--- src/inc/ptlb_pkg.sv ---
/*
  Constants for the PHY test, loopback and self-test block.
  Assumes a 125 MHz system clock and decoded management accesses.
*/
`default_nettype none
package ptlb_pkg;
  // Management register offsets
  localparam logic [4:0] A_BASIC = 5'h00;
  localparam logic [4:0] A_MMD_CTL = 5'h0d;
  localparam logic [4:0] A_MMD_DAT = 5'h0e;
  localparam logic [4:0] A_STC = 5'h16;
  localparam logic [4:0] A_GAP = 5'h1b;
  localparam logic [4:0] A_LEN = 5'h1c;
  // Extended spaces and registers
  localparam logic [4:0] SP_PMA = 5'h01;
  localparam logic [4:0] SP_VEND = 5'h1f;
  localparam logic [15:0] X_TEST = 16'h0836;
  localparam logic [15:0] X_IND = 16'h0462;
  localparam logic [15:0] X_STRAP = 16'h0467;
  localparam logic [1:0] FN_ADDR = 2'h0;
  localparam logic [1:0] FN_DATA = 2'h1;
  localparam logic [15:0] IND_TCLK = 16'h0011;
  // Field positions
  localparam int B_MLOOP = 14;
  localparam int B_ISO = 10;
  localparam int B_GEN = 13;
  localparam int B_CHK = 12;
  localparam int B_DIG = 2;
  localparam int B_PCS = 1;
  localparam int B_REV = 4;
  localparam int ST_LO = 9;
  localparam int ST_HI = 11;
  localparam int TM_LO = 13;
  localparam int B_ESEL = 15;
  localparam logic [15:0] STC_RO = 16'h0e00;
  // Reset values
  localparam logic [15:0] BASIC_RST = 16'h0000;
  localparam logic [15:0] STC_RST = 16'h0000;
  localparam logic [7:0] GAP_RST = 8'h7d;
  localparam logic [10:0] LEN_RST = 11'h5ee;
  localparam logic [10:0] LFSR_SEED = 11'h7ff;
  // Test mode codes
  localparam logic [2:0] TM_OFF = 3'h0;
  localparam logic [2:0] TM1 = 3'h1;
  localparam logic [2:0] TM2 = 3'h2;
  localparam logic [2:0] TM4 = 3'h4;
  localparam logic [2:0] TM5 = 3'h5;
  localparam logic [6:0] TM1_RUN = 7'h28;
  // Line symbols
  localparam logic [1:0] SYM_P = 2'h1;
  localparam logic [1:0] SYM_Z = 2'h0;
  localparam logic [1:0] SYM_M = 2'h3;
  // Symbol clock synthesis, rates in kHz
  localparam longint unsigned SYS_KHZ = 125000;
  localparam longint unsigned SYM_KHZ = 66667;
  localparam logic [31:0] NCO_INC =
    32'((SYM_KHZ * 64'h1_0000_0000) / SYS_KHZ);
  typedef enum logic [1:0] {GEN_IDLE, GEN_PKT, GEN_GAP} ptlb_gen_t;
endpackage
`default_nettype wire

--- src/core/ptlb_core.sv ---
/*
  PHY test, loopback and self-test logic, one clock domain.
  Assumes management accesses arrive already decoded from the serial
  management frame as one-cycle strobes; line data is byte wide.
*/
// How it works
// [RULE1] Mode 2 sends continuous tone at symbol rate
// [RULE2] Symbol clock synthesised at 66.667 MHz nominal
// [RULE3] Upper test register bits select modes 1,2,4,5
// [RULE4] Indirect access: space, address, space+0x4000, data
// [RULE5] Value 0x0011 routes symbol clock to indicator
// [RULE6] Basic control bit 14 loops MAC transmit back
// [RULE7] Reverse loop returns line receive to line
// [RULE8] Self-test control bit 4 enables reverse loop
// [RULE9] MAC receive continues; isolate bit 10 suppresses
// [RULE10] Gap field counts four-byte units
// [RULE11] Length field gives packet bytes
// [RULE12] 0x7100 starts generator and checker
// [RULE13] Status bits 11:9 always readable
// [RULE14] Select bit 15 shows error count high
// [RULE15] Self-test runs with any loopback path; with only the reverse loop set, the generator bytes never reach the checker
// [RULE16] Four loopback paths, each independently selectable; code picks one near-end path, MAC loop over PCS over digital
// [RULE17] Straps captured after reset, readable at 0x467
// [RULE18] Mode 1 sends forty plus, forty minus
// [RULE19] Mode zero restores normal operation live
`timescale 1ns/100ps
`default_nettype none
module ptlb_core #(
  parameter int STRAP_W = 16
) (
  input wire logic clk_sys,
  input wire logic rst_n,
  input wire logic [4:0] mgmt_addr,
  input wire logic mgmt_wr,
  input wire logic mgmt_rd,
  input wire logic [15:0] mgmt_wdata,
  output logic [15:0] mgmt_rdata,
  input wire logic [7:0] mac_tx_data,
  input wire logic mac_tx_valid,
  output logic [7:0] mac_rx_data,
  output logic mac_rx_valid,
  input wire logic [7:0] line_rx_data,
  input wire logic line_rx_valid,
  output logic [7:0] line_tx_data,
  output logic line_tx_valid,
  output logic [1:0] line_test_sym,
  output logic line_test_active,
  output logic transmit_symbol_clock,
  output logic indicator_pin_one,
  input wire logic [STRAP_W-1:0] strap_pins
);
  logic [15:0] basic_q, basic_d, stc_q, stc_d, mctl_q, mctl_d;
  logic [15:0] maddr_q, maddr_d, tst_q, tst_d, ind_q, ind_d;
  logic [15:0] rd_q, rd_d, rv;
  logic [7:0] gap_q, gap_d, err_q, err_d, exp_q, exp_d;
  logic [10:0] len_q, len_d, lfsr_q, lfsr_d;
  logic esel_q, esel_d, seen_q, seen_d;
  logic [2:0] tm, status;
  logic tm_act, gen_on, loop_any, tx_v, rx_v, lp_v;
  logic [7:0] tx_b, rx_b, lp_b;
  logic [7:0] d1_b, d2_b, mrx_b, ltx_b;
  logic d1_v, d2_v, mrx_v, ltx_v;
  logic [7:0] d1_bd, d2_bd, mrx_bd, ltx_bd;
  logic d1_vd, d2_vd, mrx_vd, ltx_vd;
  ptlb_pkg::ptlb_gen_t gen_q, gen_d;
  logic [12:0] cnt_q, cnt_d;
  logic [31:0] acc_q, acc_d;
  logic stb_q, stb_d, sclk_q, sclk_d;
  logic [6:0] run_q, run_d;
  logic [1:0] sym_q, sym_d;
  logic tact_q, tact_d;
  logic [STRAP_W-1:0] s1_q, s2_q, s3_q, strap_q, strap_d;
  logic sdone_q, sdone_d;
  logic [2:0] fill_q, fill_d;

  assign tm = tst_q[15:ptlb_pkg::TM_LO];
  assign tm_act = (tm == ptlb_pkg::TM1) || (tm == ptlb_pkg::TM2) ||
                  (tm == ptlb_pkg::TM4) || (tm == ptlb_pkg::TM5); // [RULE3]
  assign gen_on = stc_q[ptlb_pkg::B_GEN]; // [RULE12]
  assign status = {err_q != 8'h00, seen_q, gen_q == ptlb_pkg::GEN_PKT};

  // Register writes and the registered read port
  always_comb begin
    basic_d = basic_q;
    stc_d = stc_q;
    gap_d = gap_q;
    len_d = len_q;
    mctl_d = mctl_q;
    maddr_d = maddr_q;
    tst_d = tst_q;
    ind_d = ind_q;
    esel_d = esel_q;
    rv = 16'h0000;
    if (mgmt_addr == ptlb_pkg::A_BASIC) begin
      rv = basic_q;
    end else if (mgmt_addr == ptlb_pkg::A_STC) begin
      rv = (stc_q & ~ptlb_pkg::STC_RO) |
           {4'h0, status, 9'h000}; // [RULE13]
    end else if (mgmt_addr == ptlb_pkg::A_GAP) begin
      rv = {esel_q ? err_q : 8'h00, gap_q}; // [RULE14]
    end else if (mgmt_addr == ptlb_pkg::A_LEN) begin
      rv = {5'h00, len_q};
    end else if (mgmt_addr == ptlb_pkg::A_MMD_CTL) begin
      rv = mctl_q;
    end else if (mgmt_addr == ptlb_pkg::A_MMD_DAT) begin
      rv = maddr_q;
      if (mctl_q[15:14] == ptlb_pkg::FN_DATA) begin // [RULE4]
        rv = 16'h0000;
        if (mctl_q[4:0] == ptlb_pkg::SP_PMA &&
            maddr_q == ptlb_pkg::X_TEST) begin
          rv = tst_q;
        end else if (mctl_q[4:0] == ptlb_pkg::SP_VEND &&
                     maddr_q == ptlb_pkg::X_IND) begin
          rv = ind_q;
        end else if (mctl_q[4:0] == ptlb_pkg::SP_VEND &&
                     maddr_q == ptlb_pkg::X_STRAP) begin
          rv = 16'(strap_q); // [RULE17]
        end
      end
    end
    rd_d = mgmt_rd ? rv : rd_q;
    if (mgmt_wr) begin
      if (mgmt_addr == ptlb_pkg::A_BASIC) begin
        basic_d = mgmt_wdata; // [RULE6] [RULE9]
      end else if (mgmt_addr == ptlb_pkg::A_STC) begin
        stc_d = mgmt_wdata & ~ptlb_pkg::STC_RO; // [RULE8] [RULE12]
      end else if (mgmt_addr == ptlb_pkg::A_GAP) begin
        gap_d = mgmt_wdata[7:0]; // [RULE10]
        esel_d = mgmt_wdata[ptlb_pkg::B_ESEL]; // [RULE14]
      end else if (mgmt_addr == ptlb_pkg::A_LEN) begin
        len_d = mgmt_wdata[10:0]; // [RULE11]
      end else if (mgmt_addr == ptlb_pkg::A_MMD_CTL) begin
        mctl_d = mgmt_wdata;
      end else if (mgmt_addr == ptlb_pkg::A_MMD_DAT) begin
        // Function 00 loads the address, 01 reaches the data
        if (mctl_q[15:14] == ptlb_pkg::FN_ADDR) begin
          maddr_d = mgmt_wdata; // [RULE4]
        end else if (mctl_q[15:14] == ptlb_pkg::FN_DATA) begin
          if (mctl_q[4:0] == ptlb_pkg::SP_PMA &&
              maddr_q == ptlb_pkg::X_TEST) begin
            tst_d = mgmt_wdata; // [RULE3] [RULE19]
          end else if (mctl_q[4:0] == ptlb_pkg::SP_VEND &&
                       maddr_q == ptlb_pkg::X_IND) begin
            ind_d = mgmt_wdata; // [RULE5]
          end
        end
      end
    end
  end

  // Strap capture: three-stage sync, taken once the last two agree
  always_comb begin
    strap_d = strap_q;
    sdone_d = sdone_q;
    fill_d = {fill_q[1:0], 1'b1};
    // Wait for the chain to fill, or reset zeros get latched
    if (!sdone_q && &fill_q && s2_q == s3_q) begin
      strap_d = s3_q; // [RULE17]
      sdone_d = 1'b1;
    end
  end

  // Loop routing; the later stages model the deeper near-end paths
  always_comb begin
    tx_v = gen_on ? gen_q == ptlb_pkg::GEN_PKT : mac_tx_valid; // [RULE15]
    tx_b = gen_on ? cnt_q[7:0] : mac_tx_data;
    loop_any = basic_q[ptlb_pkg::B_MLOOP] | stc_q[ptlb_pkg::B_PCS] |
               stc_q[ptlb_pkg::B_DIG]; // [RULE16]
    if (basic_q[ptlb_pkg::B_MLOOP]) begin
      lp_v = tx_v; // [RULE6]
      lp_b = tx_b;
    end else if (stc_q[ptlb_pkg::B_PCS]) begin
      lp_v = d1_v;
      lp_b = d1_b;
    end else begin
      lp_v = d2_v;
      lp_b = d2_b;
    end
    rx_v = loop_any ? lp_v : line_rx_valid;
    rx_b = loop_any ? lp_b : line_rx_data;
    d1_vd = tx_v;
    d1_bd = tx_b;
    d2_vd = d1_v;
    d2_bd = d1_b;
    // Reverse loop leaves the MAC view alone; only isolate blanks it
    mrx_vd = rx_v & ~basic_q[ptlb_pkg::B_ISO]; // [RULE9]
    mrx_bd = rx_b;
    if (tm_act) begin
      ltx_vd = 1'b0; // Test patterns own the line
      ltx_bd = 8'h00;
    end else if (stc_q[ptlb_pkg::B_REV]) begin
      ltx_vd = line_rx_valid; // [RULE7] [RULE8]
      ltx_bd = line_rx_data;
    end else begin
      ltx_vd = tx_v & ~loop_any;
      ltx_bd = tx_b;
    end
  end

  // Packet generator and byte-sequence checker
  always_comb begin
    gen_d = gen_q;
    cnt_d = cnt_q + 13'h1;
    err_d = err_q;
    exp_d = 8'h00;
    seen_d = seen_q;
    case (gen_q)
      ptlb_pkg::GEN_IDLE: begin
        cnt_d = 13'h0;
        if (gen_on) gen_d = ptlb_pkg::GEN_PKT;
      end
      ptlb_pkg::GEN_PKT: begin
        if (cnt_q + 13'h1 >= {2'h0, len_q}) begin // [RULE11]
          cnt_d = 13'h0;
          if (gap_q != 8'h00) gen_d = ptlb_pkg::GEN_GAP;
        end
      end
      default: begin
        if (cnt_q + 13'h1 >= {3'h0, gap_q, 2'h0}) begin // [RULE10]
          cnt_d = 13'h0;
          gen_d = ptlb_pkg::GEN_PKT;
        end
      end
    endcase
    if (!gen_on) gen_d = ptlb_pkg::GEN_IDLE;
    // Expected byte restarts at every frame gap
    if (gen_on && stc_q[ptlb_pkg::B_CHK] && rx_v) begin
      seen_d = 1'b1;
      exp_d = exp_q + 8'h1;
      if (rx_b != exp_q && err_q != 8'hff) err_d = err_q + 8'h1;
    end
    if (mgmt_wr && mgmt_addr == ptlb_pkg::A_STC &&
        mgmt_wdata[ptlb_pkg::B_GEN] && !gen_on) begin
      err_d = 8'h00; // Fresh run clears the tally
      seen_d = 1'b0;
    end
  end

  // Symbol clock NCO and compliance patterns
  always_comb begin
    {stb_d, acc_d} = {1'b0, acc_q} + {1'b0, ptlb_pkg::NCO_INC}; // [RULE2]
    sclk_d = acc_d[31];
    run_d = run_q;
    sym_d = sym_q;
    lfsr_d = lfsr_q;
    tact_d = tm_act; // [RULE19]
    if (!tm_act) begin
      sym_d = ptlb_pkg::SYM_Z;
      run_d = 7'h0;
    end else if (stb_q) begin
      lfsr_d = {lfsr_q[9:0], lfsr_q[10] ^ lfsr_q[8]};
      case (tm)
        ptlb_pkg::TM1: begin
          sym_d = (run_q < ptlb_pkg::TM1_RUN) ?
                  ptlb_pkg::SYM_P : ptlb_pkg::SYM_M; // [RULE18]
          run_d = (run_q + 7'h1 >= {ptlb_pkg::TM1_RUN[5:0], 1'b0}) ?
                  7'h0 : run_q + 7'h1;
        end
        ptlb_pkg::TM2: begin
          sym_d = (sym_q == ptlb_pkg::SYM_P) ?
                  ptlb_pkg::SYM_M : ptlb_pkg::SYM_P; // [RULE1]
        end
        ptlb_pkg::TM4: begin
          sym_d = (lfsr_q[1:0] == 2'h2) ? ptlb_pkg::SYM_Z :
                  {lfsr_q[0], 1'b1};
        end
        default: begin
          sym_d = lfsr_q[0] ? ptlb_pkg::SYM_M : ptlb_pkg::SYM_P;
        end
      endcase
    end
  end

  // All state registers
  always_ff @(posedge clk_sys or negedge rst_n) begin
    if (!rst_n) begin
      basic_q <= ptlb_pkg::BASIC_RST;
      stc_q <= ptlb_pkg::STC_RST;
      gap_q <= ptlb_pkg::GAP_RST;
      len_q <= ptlb_pkg::LEN_RST;
      {mctl_q, maddr_q, tst_q, ind_q, rd_q} <= '0;
      {esel_q, seen_q, err_q, exp_q, cnt_q} <= '0;
      gen_q <= ptlb_pkg::GEN_IDLE;
      {d1_v, d1_b, d2_v, d2_b, mrx_v, mrx_b, ltx_v, ltx_b} <= '0;
      {acc_q, stb_q, sclk_q, run_q, sym_q, tact_q} <= '0;
      lfsr_q <= ptlb_pkg::LFSR_SEED;
      {s1_q, s2_q, s3_q, strap_q, sdone_q, fill_q} <= '0;
    end else begin
      basic_q <= basic_d;
      stc_q <= stc_d;
      gap_q <= gap_d;
      len_q <= len_d;
      {mctl_q, maddr_q, tst_q, ind_q, rd_q} <=
        {mctl_d, maddr_d, tst_d, ind_d, rd_d};
      {esel_q, seen_q, err_q, exp_q, cnt_q} <=
        {esel_d, seen_d, err_d, exp_d, cnt_d};
      gen_q <= gen_d;
      {d1_v, d1_b, d2_v, d2_b} <= {d1_vd, d1_bd, d2_vd, d2_bd};
      {mrx_v, mrx_b, ltx_v, ltx_b} <= {mrx_vd, mrx_bd, ltx_vd, ltx_bd};
      {acc_q, stb_q, sclk_q, run_q, sym_q, tact_q} <=
        {acc_d, stb_d, sclk_d, run_d, sym_d, tact_d};
      lfsr_q <= lfsr_d;
      {s1_q, s2_q, s3_q} <= {strap_pins, s1_q, s2_q};
      {strap_q, sdone_q, fill_q} <= {strap_d, sdone_d, fill_d};
    end
  end

  assign mgmt_rdata = rd_q;
  assign {mac_rx_valid, mac_rx_data} = {mrx_v, mrx_b};
  assign {line_tx_valid, line_tx_data} = {ltx_v, ltx_b};
  assign line_test_sym = sym_q;
  assign line_test_active = tact_q;
  assign transmit_symbol_clock = sclk_q;
  // Registered sclk_q gated by a combinational compare of ind_q with IND_TCLK
  assign indicator_pin_one = sclk_q & (ind_q == ptlb_pkg::IND_TCLK);
endmodule // ptlb_core
`default_nettype wire

--- config.mk ---
export PLATFORM = sky130hd
export DESIGN_NAME = ptlb_core
export DESIGN_NICKNAME = d
export VERILOG_FILES = /design/src/inc/ptlb_pkg.sv /design/src/core/ptlb_core.sv
export SDC_FILE = /design/constraint.sdc
export NUM_CORES = 1
export LEC_CHECK = 0
export ABC_CLOCK_PERIOD_IN_PS = 8000
export BUFFER_PORTS_ARGS = -buffer_cell sky130_fd_sc_hd__buf_2
export CORE_AREA = 2 2 165 167
export CTS_CLUSTER_DIAMETER = 30
export DETAILED_ROUTE_END_ITERATION = 8
export DIE_AREA = 0 0 167 169
export GPL_TIMING_DRIVEN = 1
export PLACE_DENSITY = 0.73
export SLEW_MARGIN = 20
export SYNTH_ARGS = -nofsm -noshare
export SYNTH_HDL_FRONTEND = slang
export SYNTH_SLANG_ARGS = --single-unit
--- constraint.sdc ---
create_clock -name clk_sys -period 8 [get_ports clk_sys]
set_input_delay 1.2 -clock clk_sys [delete_from_list [all_inputs] [get_ports clk_sys]]
set_output_delay 1.2 -clock clk_sys [all_outputs]
set_load 0.02 [all_outputs]
==> key figures, run 1 <==
Run status
  – Status: finished, final reports clean

STA
  – Fin. Hold Viols: 0
  – Layout Skew: 0.03097 ns
  – Final setup fails: 0
  – Worst slew margin: 30.37%
  – Post-route clock period utilization: 44.64%
  – Fmax: 0.2800 GHz
  – Least-Margin Pin Slew: 1.037 ns
  – RSZ-0062 raised after global routing: false
  – Final Max Tran Viols: 0
  – Post-layout minimum cycle time: 3.571 ns
  – Total Neg Setup Slack: 0 ns

Detailed routing
  – 1st-iter DRT viols: 711
  – Total length of routed wires: 33.52 mm
  – Drt via density: 5.841
  – Via count: 9994
  – Antenna Nets Post-Route: 0
  – DR WL/cell: 19.59 µm
  – Pre-Repair DR Iteration Count: 5
  – Total DRC errors in the routed layout: 0

Critical path
  – CP Data Required Time: 6.80 ns
  – CP arrival: 2.37 ns
  – Critical path's slowest cell: nor4b_1
  – Crit path max-delay family: simple AND/OR/NAND/NOR gates
  – Crit-path most repeated cell: nor4b_1
  – CP max FO: 3
  – CP endpoint kind: output port
  – Crit path cell chain: nor4b_1, nand4_1, nor4b_1, buf_2
  – Worst path buffer plus inverter count: 1
  – Crit Path Category: flip-flop to output port
  – CP max stage delay: 0.55 ns
  – Startpoint types: flip-flop

Clock tree
  – Clk sinks: 319
  – Reg clk slew, reported paths: 0.06 ns
  – H-tree levels: 2
  – CTS tree: done
  – Cts hold-fix bufs: 0
  – Clock root buffer: clkbuf_16
  – Num CTS Buffers: 60
  – Max Root-Sink Buffers: 3
  – Setup bufs post-CTS: 0
  – PostCTS Resize Cnt: 0
  – Latest clock arrival within the worst-skew pair: 0.58 ns

Die
  – Initial Utilization: 54.06%
  – I/O pins: 98
  – Die Wd: 167 µm
  – Row count: 60
  – Die area: 0.02822 mm²
  – Core ar.: 0.02650 mm²
  – Die Y: 169 µm

Yosys
  – Mux contribution to synthesized area: 12.72%
  – Xor and xnor area share after synthesis: 3.913%
  – Simple-gate share of the synthesized area: 10.45%
  – Synth Flop Type: dfrtp_1
  – Synth Area in Compound Gates: 11.77%
  – Syn avg cell area: 11.99 µm²
  – Mapped Area: 0.01433 mm²
  – Synth unique cells: 80
  – #FFs+latches synth: 319
  – Post-synthesis adder-cell area fraction: 2.166%
  – Post-synth EDFFs: 0
  – Sequential share of the synthesized area: 55.94%
  – Post-Syn Instances: 1195
  – Main combinational cell family by area after synthesis: multiplexers
  – Async set-reset flop share out of synthesis: 100.0%
  – Count of yosys warnings during synthesis: 0

Power and ir drop
  – Worst VDD drop: 0.2288 mV
  – Power per cell area: 289.0 mW/mm²
  – Lkg Pwr: 7.871 nW

Placement
  – Placer Congestion: 0.8576
  – Hpwl dp: 22.53 mm
  – # port buffers: 97
  – Placed cell area: 0.01510 mm²

Global route
  – Number of global-route vias before repair: 10180
  – First-pass GRT wire length: 54.68 mm
  – Initial antenna violation count: 3
  – Gr usage total: 24.14%
  – Largest net degree at the start of global routing: 168
  – Grt total ovfl: 0

Layout
  – Share of layout cells above drive strength 1: 30.53%
  – FILL cells: 2018
  – Most frequent cells in the layout: dfrtp_1 (294), mux2_2 (148), buf_2 (96), nor2_1 (69), nand2_1 (65)
  – NumNets Final: 1400
  – Most common cell after layout, fill and taps aside: dfrtp_1
  – Synth-to-layout area growth: 19.90%
  – Final instance area: 0.01718 mm²

Run
  – Max-Cap Viols: 0

Hold path
  – Min-delay worst type: flip-flop to flip-flop
[layer usage]
metal | share of wire, % | track usage, % | vias up
li1 | - | - | 4614
met1 | 42 | 30.92 | 5003
met2 | 50 | 41.55 | 297
met3 | 5.3 | 4.676 | 76
met4 | 2.7 | 7.909 | 4
met5 | 0.054 | 0 | -
[final cells by class]
type                    count  area [µm²]  area share, %
multi-input cells         779        5889          34.29
repair buffers            107       583.1          3.394
clock buffers              69        1607          9.352
diodes                      1       2.502        0.01457
inverters                  50       187.7          1.093
clock inverters            45       467.9          2.724
flip-flops and latches    319        8014          46.65
well taps                 341       426.7          2.484
[state kept, by name, summed over array words and instances, names as in the netlist, 3 cells and up]
name and count:
mgmt_rdata 16, fill_q 3, d2_b 8, mac_rx_data 8, maddr_q 16, lfsr_q 11
ind_q 16, run_q 7, s3_q 16, d1_b 8, s2_q 16, mctl_q 16
len_q 11, tst_q 16, err_q 8, exp_q 8, stc_q 13, gap_q 8
basic_q 16, strap_q 16, acc_q 32, cnt_q 13, line_tx_data 8, s1_q 16
[per-stage QoR]
stage / utilization [%] / setup slack (ns) / hold WS (ns) / power [W] / std cells
3_5_place_dp: 56.98 / 3.992 / 0.3347 / 0.002478 / 1596
5_1_grt: 64.81 / 4.297 / 0.3520 / 0.005160 / 1710
2_1_floorplan: - / 4.825 / 0.3312 / 0.002276 / 1196
6_report: 64.82 / 4.429 / 0.3395 / 0.004964 / 1711
3_3_place_gp: 56.98 / 4.017 / 0.3328 / 0.002457 / 1596
4_1_cts: 64.81 / 4.403 / 0.3361 / 0.005003 / 1710
[synth_stat cells, types with 4 or more instances]
cell	count	area [µm²]
a2111o_1	4	45.04
a211oi_1	7	52.55
a21o_1	15	112.6
a21oi_1	55	275.3
a221oi_1	8	70.07
a22oi_1	30	225.2
a31oi_1	9	56.30
and2_1	4	25.02
and3_1	11	68.82
buf_1	5	18.77
buf_2	4	20.02
clkbuf_1	32	120.1
dfrtp_1	294	7357
dfstp_2	25	656.9
ha_1	24	300.3
inv_1	49	183.9
mux2_2	148	1667
mux2i_1	13	130.1
nand2_1	65	244.0
nand2b_1	11	68.82
nand3_1	41	205.2
nand3b_1	7	52.55
nand4_1	8	50.05
nor2_1	69	259.0
nor2b_1	9	56.30
nor3_1	11	55.05
nor4_1	5	31.28
nor4b_1	6	52.55
o211ai_1	21	157.7
o21a_1	6	45.04
o21ai_0	29	145.1
o221ai_1	12	105.1
o22ai_1	6	37.54
o31ai_1	7	52.55
or2_2	6	37.54
or4_1	4	30.03
xnor2_1	30	262.8
xor2_1	34	297.8
[cells by family after synthesis]
family	count (synthesis)
flip-flops	319
AND/OR/NAND/NOR	284
AO/OA/AOI/OAI	240
multiplexers	163
buffers and inverters	98
XOR/XNOR	64
adder cells (fa/ha/maj)	25
other	2
[where the power goes]
part	internal, W	switching (W)
logic	0.000225	0.000292
clock network	0.00162	0.000882
registers	0.00179	0.000157
[final timing paths]
path,endpoint,slack (ns),cells after the start,from
max,indicator_pin_one,4.43,4,ind_q[5]$_DFFE_PN0P_
min,s2_q[12]$_DFF_PN0_,0.34,0,s1_q[12]$_DFF_PN0_
max reg2reg,ind_q[15]$_DFFE_PN0P_,4.58,5,maddr_q[7]$_DFFE_PN0P_
min reg2reg,s2_q[12]$_DFF_PN0_,0.34,0,s1_q[12]$_DFF_PN0_
max in group asynchronous,mgmt_rdata[9]$_DFFE_PN0P_,5.98,2,rst_n
min in group asynchronous,gen_q[0]$_DFFE_PN0P_,0.61,1,rst_n
Power figures use the tool's default switching activity.
==> inputs of run 2 (changes only) <==
--- a/config.mk
+++ b/config.mk
@@ -5,7 +5,7 @@
 export SDC_FILE = /design/constraint.sdc
 export NUM_CORES = 1
 export LEC_CHECK = 0
-export ABC_CLOCK_PERIOD_IN_PS = 8000
+export ABC_CLOCK_PERIOD_IN_PS = 3300
 export BUFFER_PORTS_ARGS = -buffer_cell sky130_fd_sc_hd__buf_2
 export CORE_AREA = 2 2 165 167
 export CTS_CLUSTER_DIAMETER = 30
==> constraint.sdc (replaced) <==
create_clock -name clk_sys -period 3.3 [get_ports clk_sys]
set_input_delay 0.495 -clock clk_sys [delete_from_list [all_inputs] [get_ports clk_sys]]
set_output_delay 0.495 -clock clk_sys [all_outputs]
set_load 0.02 [all_outputs]
==> key figures, run 2 (synthesis gave the netlist of run 1 again) <==
Clock tree
  – Clock root buffer: clkbuf_16
  – H-tree levels: 3
  – Max Root-Sink Buffers: 3
  – Num CTS Buffers: 73
  – Latest clock arrival within the worst-skew pair: 0.58 ns
  – CTS tree: done
  – Clk sinks: 319
  – Reg clk slew, reported paths: 0.05 ns

Global route
  – Largest net degree at the start of global routing: 103
  – Number of global-route vias before repair: 10770
  – First-pass GRT wire length: 57.10 mm
  – Gr usage total: 25.34%
  – Grt total ovfl: 0
  – Initial antenna violation count: 1

Detailed routing
  – Antenna Nets Post-Route: 0
  – Drt via density: 5.842
  – Via count: 10230
  – DR WL/cell: 19.85 µm
  – 1st-iter DRT viols: 849
  – Total length of routed wires: 34.75 mm
  – Total DRC errors in the routed layout: 0
  – Pre-Repair DR Iteration Count: 5

Critical path
  – CP arrival: 3.43 ns
  – CP Data Required Time: 3.72 ns
  – Origin of the critical flop-to-flop path: stc_q[2]$_DFFE_PN0P_
  – Crit Path Category: flip-flop to flip-flop
  – CP endpoint kind: flip-flop
  – RR Endpoint: err_q[4]$_DFFE_PN0P_
  – Worst R2R Path Depth: 7
  – Startpoint types: flip-flop
  – CP max FO: 16
  – Reg-to-reg slack, setup: 0.28 ns

Layout
  – Share of layout cells above drive strength 1: 31.80%
  – Most common cell after layout, fill and taps aside: dfrtp_1
  – Most frequent cells in the layout: dfrtp_1 (294), mux2_2 (148), buf_2 (96), clkbuf_16 (73), nor2_1 (69)
  – NumNets Final: 1435
  – FILL cells: 1890
  – Synth-to-layout area growth: 25.34%
  – Final Core Density: 67.76%
  – Largest register FFs: 32

Die
  – Die Wd: 167 µm
  – I/O pins: 98
  – Die Y: 169 µm
  – Core ar.: 0.02650 mm²
  – Initial Utilization: 54.06%
  – Row count: 60
  – Die area: 0.02822 mm²

STA
  – Final setup margin: 0.2844 ns
  – Final Max Tran Viols: 0
  – Final setup fails: 0
  – Fmax: 0.3316 GHz
  – Layout Skew: 0.03777 ns
  – Post-route clock period utilization: 91.38%
  – Least-Margin Pin Slew: 0.8638 ns
  – Worst slew margin: 40.92%
  – Fin. Hold Viols: 2
  – Post-layout minimum cycle time: 3.016 ns
  – Minimum hold slack: -0.01101 ns
  – RSZ-0062 raised after global routing: false
  – Total Neg Setup Slack: 0 ns

Power and ir drop
  – Power share of the combinational group: 9.5%
  – Clk pwr share: 55.9%
  – Sequential Power Share: 34.6%
  – Switching Fraction: 26.04%
  – Internal power: 0.01007 W
  – Worst VDD drop: 0.6037 mV
  – Lkg Pwr: 8.273 nW
  – Switching power: 0.003544 W
  – Power per cell area: 758.0 mW/mm²

Hold path
  – Min-delay worst type: input pin to asynchronous set/reset pin

Run status
  – Status: finished with violations
  – Failing checks: hold timing

Placement
  – Setup WS pre-CTS: 0.3848 ns
  – Hpwl dp: 22.98 mm
  – Placer Congestion: 0.8591
  – # port buffers: 97

Run
  – Max-Cap Viols: 0
-- run 2: changes by cell type in the layout (fill, tap and decap cells not counted), moves of 4 or more --
cell and delta:
clkbuf_16 +12, buf_4 +15, bufinv_16 +6, dlygate4sd3_1 +5, clkinv_16 +4, clkinv_4 -6, clkbuf_1 +5, clkinvlp_4 -7
-- run 2: worst max-delay path, cell delays in order, from the launching register on --
cell and delay (ns):
dfrtp_1 0.70, mux2_2 0.40, o211ai_1 0.24, a21oi_1 0.11
or4_4 0.50, o31ai_4 0.63, or3_2 0.24, a21oi_1 0.06
-- run 2: power groups by stage --
stage	clock network (W)	logic (W)	registers, W
detailed placement	0	0.00127	0.00475
CTS	0.00769	0.00130	0.00470
finish	0.00761	0.00129	0.00471
global route	0.00792	0.00143	0.00476
floorplan	0	0.000825	0.00469
global placement	0	0.00125	0.00473
-- run 2: layout make-up --
class / count / area (µm²) / area share, %
diodes: 1 / 2.502 / 0.01394
multi-input cells: 779 / 5889 / 32.80
inverters: 50 / 187.7 / 1.045
flip-flops and latches: 319 / 8014 / 44.63
clock inverters: 44 / 696.9 / 3.881
clock buffers: 88 / 1953 / 10.88
well taps: 341 / 426.7 / 2.376
repair buffers: 129 / 785.8 / 4.376
-- run 2: routing by layer --
metal / global-route usage [%] / share of wire [%] / vias to the layer above
met4: 10.08 / 3.0 / 2
met2: 43.37 / 50 / 298
li1: - / - / 4683
met5: 0 / 0.037 / -
met1: 31.88 / 42 / 5167
met3: 4.980 / 5.1 / 80
-- run 2: worst max-delay path by stage --
stage                                end                 start  slack (ns)  depth (start not counted)
floorplan             cnt_q[1]$_DFF_PN0_    cnt_q[0]$_DFF_PN0_        0.54                         13
global route          cnt_q[7]$_DFF_PN0_    cnt_q[0]$_DFF_PN0_        0.10                         14
global placement    err_q[4]$_DFFE_PN0P_  stc_q[2]$_DFFE_PN0P_        0.43                          7
finish              err_q[4]$_DFFE_PN0P_  stc_q[2]$_DFFE_PN0P_        0.28                          7
CTS                 err_q[4]$_DFFE_PN0P_  stc_q[2]$_DFFE_PN0P_        0.32                          7
detailed placement  err_q[4]$_DFFE_PN0P_  stc_q[2]$_DFFE_PN0P_        0.38                          7
-- run 2: metrics by stage --
step	cells	power, W	instance area [µm²]
after floorplan	1196	0.005518	14330
after CTS	1750	0.01369	17950
after global routing	1750	0.01411	17950
after global placement	1613	0.005975	15250
after detailed placement	1613	0.006021	15250
final	1751	0.01361	17960
-- run 2: what timing repair did --
item | 4_1_cts | 5_1_grt
hold buffers | 5 | 0
gates resized for setup | 0 | 0
endpoints found under the setup margin | 0 | 0
buffers inserted | 0 | 0
endpoints found under the hold margin | 5 | 0
==> inputs of run 3 (changes only) <==
--- a/config.mk
+++ b/config.mk
@@ -5,12 +5,13 @@
 export SDC_FILE = /design/constraint.sdc
 export NUM_CORES = 1
 export LEC_CHECK = 0
+export ABC_AREA = 1
 export ABC_CLOCK_PERIOD_IN_PS = 3300
 export BUFFER_PORTS_ARGS = -buffer_cell sky130_fd_sc_hd__buf_2
-export CORE_AREA = 2 2 165 167
+export CORE_AREA = 2 2 167 169
 export CTS_CLUSTER_DIAMETER = 30
 export DETAILED_ROUTE_END_ITERATION = 8
-export DIE_AREA = 0 0 167 169
+export DIE_AREA = 0 0 169 171
 export GPL_TIMING_DRIVEN = 1
 export PLACE_DENSITY = 0.73
 export SLEW_MARGIN = 20
==> key figures, run 3 <==
Placement
  – Setup WS pre-CTS: 0.4585 ns
  – # port buffers: 97
  – Placer Congestion: 0.8998
  – Placed cell area: 0.01565 mm²
  – Hpwl dp: 25.22 mm

Critical path
  – CP max FO: 11
  – CP Data Required Time: 3.71 ns
  – CP endpoint kind: flip-flop
  – Startpoint types: flip-flop
  – Crit Path Category: flip-flop to flip-flop
  – CP arrival: 3.25 ns

Yosys
  – Syn avg cell area: 8.488 µm²
  – Synth unique cells: 50
  – Most frequent cells after synthesis: nand2_1 (516), dfrtp_1 (294), inv_1 (192)
  – Count leader, synth: nand2_1
  – Count of yosys warnings during synthesis: 0
  – Post-synth EDFFs: 0
  – Synth Flop Type: dfrtp_1
  – Biggest area consumer among synthesized cells: dfrtp_1
  – Synth top area cells: dfrtp_1 (50%), nand2_1 (13%), inv_1 (4.9%)
  – Async set-reset flop share out of synthesis: 100.0%
  – #FFs+latches synth: 319
  – Post-Syn Instances: 1738
  – Sequential share of the synthesized area: 54.32%
  – Mapped Area: 0.01475 mm²
  – Top-area cell type share of the netlist area: 49.87%

Detailed routing
  – Drt via density: 5.402
  – Antenna Nets Post-Route: 0
  – DR WL/cell: 16.22 µm
  – Via count: 12300
  – Total length of routed wires: 36.92 mm
  – Total DRC errors in the routed layout: 0
  – 1st-iter DRT viols: 951
  – Pre-Repair DR Iteration Count: 5

Layout
  – Largest register FFs: 32
  – NumNets Final: 1961
  – Most frequent cells in the layout: nand2_1 (516), dfrtp_1 (294), inv_1 (192), o21ai_0 (140), nor2_1 (129)
  – Synth-to-layout area growth: 22.40%
  – Final instance area: 0.01806 mm²
  – Most common cell after layout, fill and taps aside: nand2_1
  – Share of layout cells above drive strength 1: 15.86%

Global route
  – Gr usage total: 26.31%
  – Largest net degree at the start of global routing: 102
  – First-pass GRT wire length: 60.78 mm
  – Number of global-route vias before repair: 12110
  – Grt total ovfl: 0
  – Initial antenna violation count: 1

Hold path
  – Min-delay worst type: input pin to asynchronous set/reset pin

STA
  – Fmax: 0.3518 GHz
  – RSZ-0062 raised after global routing: false
  – Post-route clock period utilization: 86.13%
  – Total Neg Setup Slack: 0 ns
  – Fin. Hold Viols: 0
  – Post-layout minimum cycle time: 2.842 ns
  – Final setup fails: 0
  – Final Max Tran Viols: 0
  – Layout Skew: 0.02091 ns
  – Final setup margin: 0.4578 ns
  – Worst slew margin: 46.44%
  – Least-Margin Pin Slew: 0.8035 ns

Power and ir drop
  – Internal power: 0.009612 W
  – Lkg Pwr: 8.972 nW
  – Clk pwr share: 53.8%
  – Sequential Power Share: 35.5%
  – Switching Fraction: 26.53%
  – Power share of the combinational group: 10.8%
  – Worst VDD drop: 0.6088 mV
  – Power per cell area: 724.5 mW/mm²
  – Switching power: 0.003470 W

Die
  – I/O pins: 98
  – Die Wd: 169 µm
  – Row count: 61
  – Core ar.: 0.02732 mm²
  – Die Y: 171 µm
  – Initial Utilization: 53.99%
  – Die area: 0.02890 mm²

Clock tree
  – Latest clock arrival within the worst-skew pair: 0.56 ns
  – Num CTS Buffers: 68
  – PostCTS Resize Cnt: 0
  – Cts hold-fix bufs: 0
  – CTS tree: done
  – Clock root buffer: clkbuf_16
  – Max Root-Sink Buffers: 3
  – Reg clk slew, reported paths: 0.04 ns
  – Clk sinks: 319
  – Setup bufs post-CTS: 0
  – H-tree levels: 3

Run status
  – Status: finished, final reports clean

Run
  – Max-Cap Viols: 0
==> run 3: kinds of logic after synthesis <==
group | share of synthesized area (%)
buffers and inverters | 6.692
and+or+nand+nor | 23.90
xor gates and xnor gates | 3.621
AOI/OAI and AO/OA | 9.380
adders and majority gates | 2.035
other | 0.05091
DFF | 54.32
==> run 3: cell type report <==
| class | instances | area (µm²) |
|---|---|---|
| multi-input cells | 1169 | 5764 |
| diodes | 1 | 2.502 |
| fillers | 2186 | 9266 |
| well taps | 346 | 432.9 |
| clock buffers | 83 | 1891 |
| repair buffers | 119 | 685.7 |
| flip-flops and latches | 319 | 8014 |
| inverters | 201 | 754.5 |
| clock inverters | 38 | 513.0 |
==> run 3: worst max-delay path, stage by stage, from the launching register on <==
cell and delay (ns):
dfrtp_1 0.41, ha_1 0.22, nand2_1 0.10, nor2_1 0.25, nand2_1 0.11, xor2_1 0.20, inv_1 0.09, ha_1 0.29
nand2_1 0.06, nor2_1 0.13, nand2_1 0.07, nand2_1 0.06, nor2_1 0.03, nand2_1 0.06, nand2_1 0.06, nand2_1 0.05
nand2_1 0.06, nand3_1 0.06, nand2_1 0.05, inv_1 0.26, nor2_1 0.08
==> run 3: layer usage <==
metal / share of wire (%) / up-vias / wire (µm) / track usage (%)
met4: 3.1 / 0 / 1156 / 10.96
met1: 43 / 5861 / 15770 / 33.78
met5: 0 / - / 0 / 0
li1: - / 5885 / - / -
met2: 48 / 464 / 17610 / 43.78
met3: 6.5 / 86 / 2383 / 5.413
==> run 3: power groups by stage <==
stage          combinational, W  clock (W)  sequential (W)
2_1_floorplan          0.000860          0         0.00468
3_3_place_gp            0.00136          0         0.00467
3_5_place_dp            0.00139          0         0.00468
4_1_cts                 0.00141    0.00712         0.00463
5_1_grt                 0.00159    0.00736         0.00469
6_report                0.00141    0.00703         0.00464
==> run 3: final timing paths <==
kind / startpoint / to / slack (ns) / cells past startpoint
setup / recovery: cnt_q[0]$_DFF_PN0_ / cnt_q[9]$_DFF_PN0_ / 0.46 / 20
hold / removal: rst_n / cnt_q[9]$_DFF_PN0_ / 0.01 / 1
setup reg to reg: cnt_q[0]$_DFF_PN0_ / cnt_q[9]$_DFF_PN0_ / 0.46 / 20
hold reg to reg: s1_q[12]$_DFF_PN0_ / s2_q[12]$_DFF_PN0_ / 0.34 / 0
max in group asynchronous: rst_n / s1_q[12]$_DFF_PN0_ / 2.39 / 2
min in group clk_sys: strap_pins[7] / s1_q[7]$_DFF_PN0_ / 0.05 / 1
==> run 3: stage by stage <==
stage / util, % / power [W] / hold slack (ns) / instances
after floorplan: - / 0.005540 / 0.1994 / 1739
after global placement: 57.28 / 0.006027 / 0.3323 / 2154
after detailed placement: 57.28 / 0.006071 / 0.3356 / 2154
after CTS: 66.08 / 0.01316 / 0.03059 / 2275
after global routing: 66.08 / 0.01364 / 0.03363 / 2275
final: 66.09 / 0.01308 / 0.01131 / 2276
